**src/design/tbs_trip_detect.sv**
```systemverilog
/*
  trip detectors: one-cycle pulse when a sense input enters its active level.
  assumes inputs already synchronous to ref_clk.
*/
module tbs_trip_detect #(
  parameter int         N       = 8,
  parameter logic [7:0] ACT_LOW = 8'h7f
) (
  input  wire logic         ref_clk,
  input  wire logic         rst_n,
  input  wire logic [N-1:0] sense,
  output logic      [N-1:0] trip
);
  logic [N-1:0] act_q;
  logic [N-1:0] trip_q;

  for (genvar i = 0; i < N; i++) begin : g_det
    wire act_w = sense[i] ^ ACT_LOW[i];
    always_ff @(posedge ref_clk or negedge rst_n) begin
      if (!rst_n) begin
        act_q[i]  <= 1'b0;
        trip_q[i] <= 1'b0;
      end else begin
        act_q[i]  <= act_w;
        trip_q[i] <= act_w && !act_q[i];
      end
    end
  end

  assign trip = trip_q;

endmodule : tbs_trip_detect

```
**config.mk**
```make
export PLATFORM = sky130hd
export DESIGN_NAME = tbs_trip_detect
export DESIGN_NICKNAME = d
export VERILOG_FILES = /design/src/design/tbs_trip_detect.sv
export SDC_FILE = /design/constraint.sdc
export NUM_CORES = 1
export LEC_CHECK = 0
export BUFFER_PORTS_ARGS = -buffer_cell sky130_fd_sc_hd__buf_2
export CORE_AREA = 2 2 39 41
export DETAILED_ROUTE_END_ITERATION = 8
export DIE_AREA = 0 0 41 43
export PLACE_DENSITY = 0.57
export RECOVER_POWER = 50
export SKIP_LAST_GASP = 1
export SLEW_MARGIN = 20
export SYNTH_ARGS = -nofsm -noshare
export SYNTH_HDL_FRONTEND = slang
export SYNTH_SLANG_ARGS = --single-unit
```
**constraint.sdc**
```tcl
create_clock -name ref_clk -period 0.8 [get_ports ref_clk]
set_input_delay 0.08 -clock ref_clk [delete_from_list [all_inputs] [get_ports ref_clk]]
set_output_delay 0.08 -clock ref_clk [all_outputs]
set_load 0.02 [all_outputs]
```
==> results.py <==
metrics = {
    "place": {
        "placed_area_um2": 572,
        "port_buffers": 17,
        "gp_congestion": 0.626,
        "dp_slack_ns": 0.222,
    },
    "routing": {
        "dr.pass1.iters": 2,
        "wl_per_cell_um": 9.55,
        "via_count": 299,
        "viasPerCell": 3.88,
        "ant_nets": 0,
        "wl_um": 735,
        "route.detailed.drc": 0,
        "drtIter0Drc": 4,
    },
    "timing": {
        "fmax_mhz": 1140,
        "grt_setup_unrepaired": "true",
        "fin_crit_ns": 0.877,
        "hold_viol": 0,
        "maxSlewHeadroom": 0.744,
        "fin_ws_ns": -0.0774,
        "fin_crit_sh": 1.10,
        "drv_slew": 0,
        "fin_worst_skew_ns": 0.00181,
        "worstMarginPinSlew_ns": 0.383,
        "tns_ns": -0.587,
        "setup_viol": 8,
    },
    "synthesis": {
        "synth_compound_area_frac": 0,
        "synth_fa_ha_area_frac": 0,
        "synth_top_family_by_area": "simple AND/OR/NAND/NOR gates",
        "synth_xor_area_frac": 0,
        "syn_area_per_cell_um2": 15.1,
        "synth_cells": 31,
        "synthArstFlopShare": 1.00,
        "synthSimpleGateAreaFrac": 0.0858,
        "synthMuxAreaShare": 0,
        "syn-num-nets": 41,
        "seq_area_frac_synth": 0.858,
        "synth_commonest_cells": "16 x dfrtp_1, 7 x inv_1, 7 x nor2_1",
        "synth_area_um2": 467,
        "yosysMostFrequentCell": "dfrtp_1",
        "yosys_warnings": 0,
        "synth_ff_type": "dfrtp_1",
        "synth.top_cells.by_area": "dfrtp_1 86%, inv_1 5.6%, nor2_1 5.6%, nor2b_4 2.9%",
        "synth_edf_count": 0,
        "synth_cell_types": 4,
        "synth_seq_cells": 16,
        "yosysTopAreaCell": "dfrtp_1",
        "yosysTopAreaCellShare": 0.858,
    },
    "global_route": {
        "use_met3": 0.0314,
        "track_usage": 0.115,
        "antenna_found_initial": 0,
        "grt_pass1_vias": 328,
        "use_met2": 0.169,
        "busiest_layer": "met2",
        "grtUsageMet1": 0.138,
        "grt_max_degree": 17,
        "grt_pass1_wl_um": 1300,
        "grt_overflow_total": 0,
    },
    "finish": {
        "fin_area_um2": 747,
        "areaGrowthSynthToFinish_pct": 60.1,
        "layout.nets": 72,
        "layout.area.seq_um2": 400,
        "num_antenna_cells": 0,
        "fill_cells": 124,
        "drive_gt1_frac": 0.344,
        "final_core_util": 0.540,
        "multi_input_area_um2": 40.0,
    },
    "floorplanning": {
        "rows": 14,
        "dieArea_mm2": 0.00176,
        "ioPinCount": 18,
        "die_h_um": 43,
        "die_w_um": 41,
        "start_util": 0.337,
        "core-area_mm2": 0.00138,
    },
    "worst_setup_path": {
        "slowest_stage": "dfrtp_1",
        "cp_data_arrival_time_ns": 0.80,
        "crit_path_max_fanout": 1,
        "crit_required_ns": 0.72,
        "crit_buf_inv": 1,
        "crit_family": "flip-flops",
        "max_stage_delay_ns": 0.39,
        "crit_chain": "buf_6",
        "critPathKind": "reg -> out",
        "start_kind": "flop",
        "end_kind": "output port",
    },
    "run_status": {
        "status": "finished, violations left",
        "violations": "setup timing",
    },
    "clocking": {
        "clock-sinks": 16,
        "clk_pin_slew_ns": 0.09,
        "cts_tree": "yes",
        "cts_buffer_depth": 2,
        "clock_latency_ns": 0.28,
        "cts_root_buf": "clkbuf_4",
        "numCtsBuffers": 3,
        "htree_levels": 1,
        "postCtsSetupBuffers": 0,
    },
    "power_and_ir_drop": {
        "power_switching_share": 0.218,
        "p_leak_nw": 0.395,
        "powerDensity_mw_per_mm2": 2080,
        "p_comb_frac": 0.106,
        "clock_power_share": 0.339,
        "p_seq_frac": 0.555,
        "ir_worst_vdd_mv": 0.797,
        "switchingPower_w": 0.000340,
        "p_int_w": 0.00122,
    },
    "hold_path": {
        "min_path_type": "in -> async",
    },
    "run": {
        "maxCapViolCount": 0,
    },
}
[cell usage in the layout, fill, tap and decap left out]
cell | synthesis | routed
dfrtp_1 | 16 | 16
dlygate4sd3_1 | 0 | 9
buf_6 | 0 | 8
inv_1 | 7 | 7
nor2_1 | 7 | 7
buf_2 | 0 | 7
clkbuf_4 | 0 | 3
nor2b_4 | 1 | 1
clkbuf_8 | 0 | 1
clkbuf_2 | 0 | 1
clkbuf_1 | 0 | 1
[routing by layer]
metal | vias to the layer above | routed length (um) | part of all wire
met5 | - | 0 | 0
met4 | 0 | 8 | 0.011
met3 | 2 | 34 | 0.046
met2 | 8 | 364 | 0.50
met1 | 142 | 329 | 0.45
li1 | 147 | - | -
[cell families (layout without fill, tap and decap cells)]
| logic type | count (synthesis) | count (layout) |
|---|---|---|
| flip-flops | 16 | 16 |
| AND/OR/NAND/NOR | 8 | 8 |
| buffers and inverters | 7 | 37 |
[through the flow]
stage	total power, W	hold slack (ns)	std cells
2_1_floorplan	0.000920	-0.216	31
3_3_place_gp	0.000982	0.00374	64
3_5_place_dp	0.000985	0.00617	64
4_1_cts	0.00158	0.230	77
5_1_grt	0.00164	0.274	77
6_report	0.00156	0.235	77
[state kept, by name (all words and copies together) (netlist names)]
name and flops:
act_q 8, trip 8
[power by group through the flow]
stage / combinational, W / sequential (W) / clock [W]
4_1_cts: 0.000167 / 0.000865 / 0.000549
5_1_grt: 0.000182 / 0.000870 / 0.000587
3_3_place_gp: 0.000107 / 0.000875 / 0
6_report: 0.000165 / 0.000864 / 0.000528
3_5_place_dp: 0.000110 / 0.000876 / 0
2_1_floorplan: 0.0000171 / 0.000903 / 0
[cell type report]
| class | count | area share |
|---|---|---|
| Multi-Input combinational cell | 8 | 0.0536 |
| Inverter | 7 | 0.0352 |
| Clock buffer | 4 | 0.0486 |
| Tap cell | 16 | 0.0268 |
| Sequential cell | 16 | 0.536 |
| Timing Repair Buffer | 26 | 0.300 |
[path summary, 6_finish.rpt]
kind | from | end | slack [ns] | cells past startpoint
max reg2reg | act_q[7] | trip[7] | 0.24 | 1
min in group ref_clk | act_q[3] | trip[3] | 0.39 | 1
max in group asynchronous | rst_n | act_q[0] | 0.29 | 2
min | rst_n | trip[5] | 0.24 | 2
min reg2reg | act_q[3] | trip[3] | 0.39 | 1
max | trip[0] | trip[0] | -0.08 | 1
[repair_timing]
item | in CTS | in global routing
hold endpoints to repair | 31 | 0
resized for setup | 16 | 0
hold buffers | 9 | 0
setup endpoints to repair | 8 | 8
Note: power is estimated with default switching activity, not from simulation.
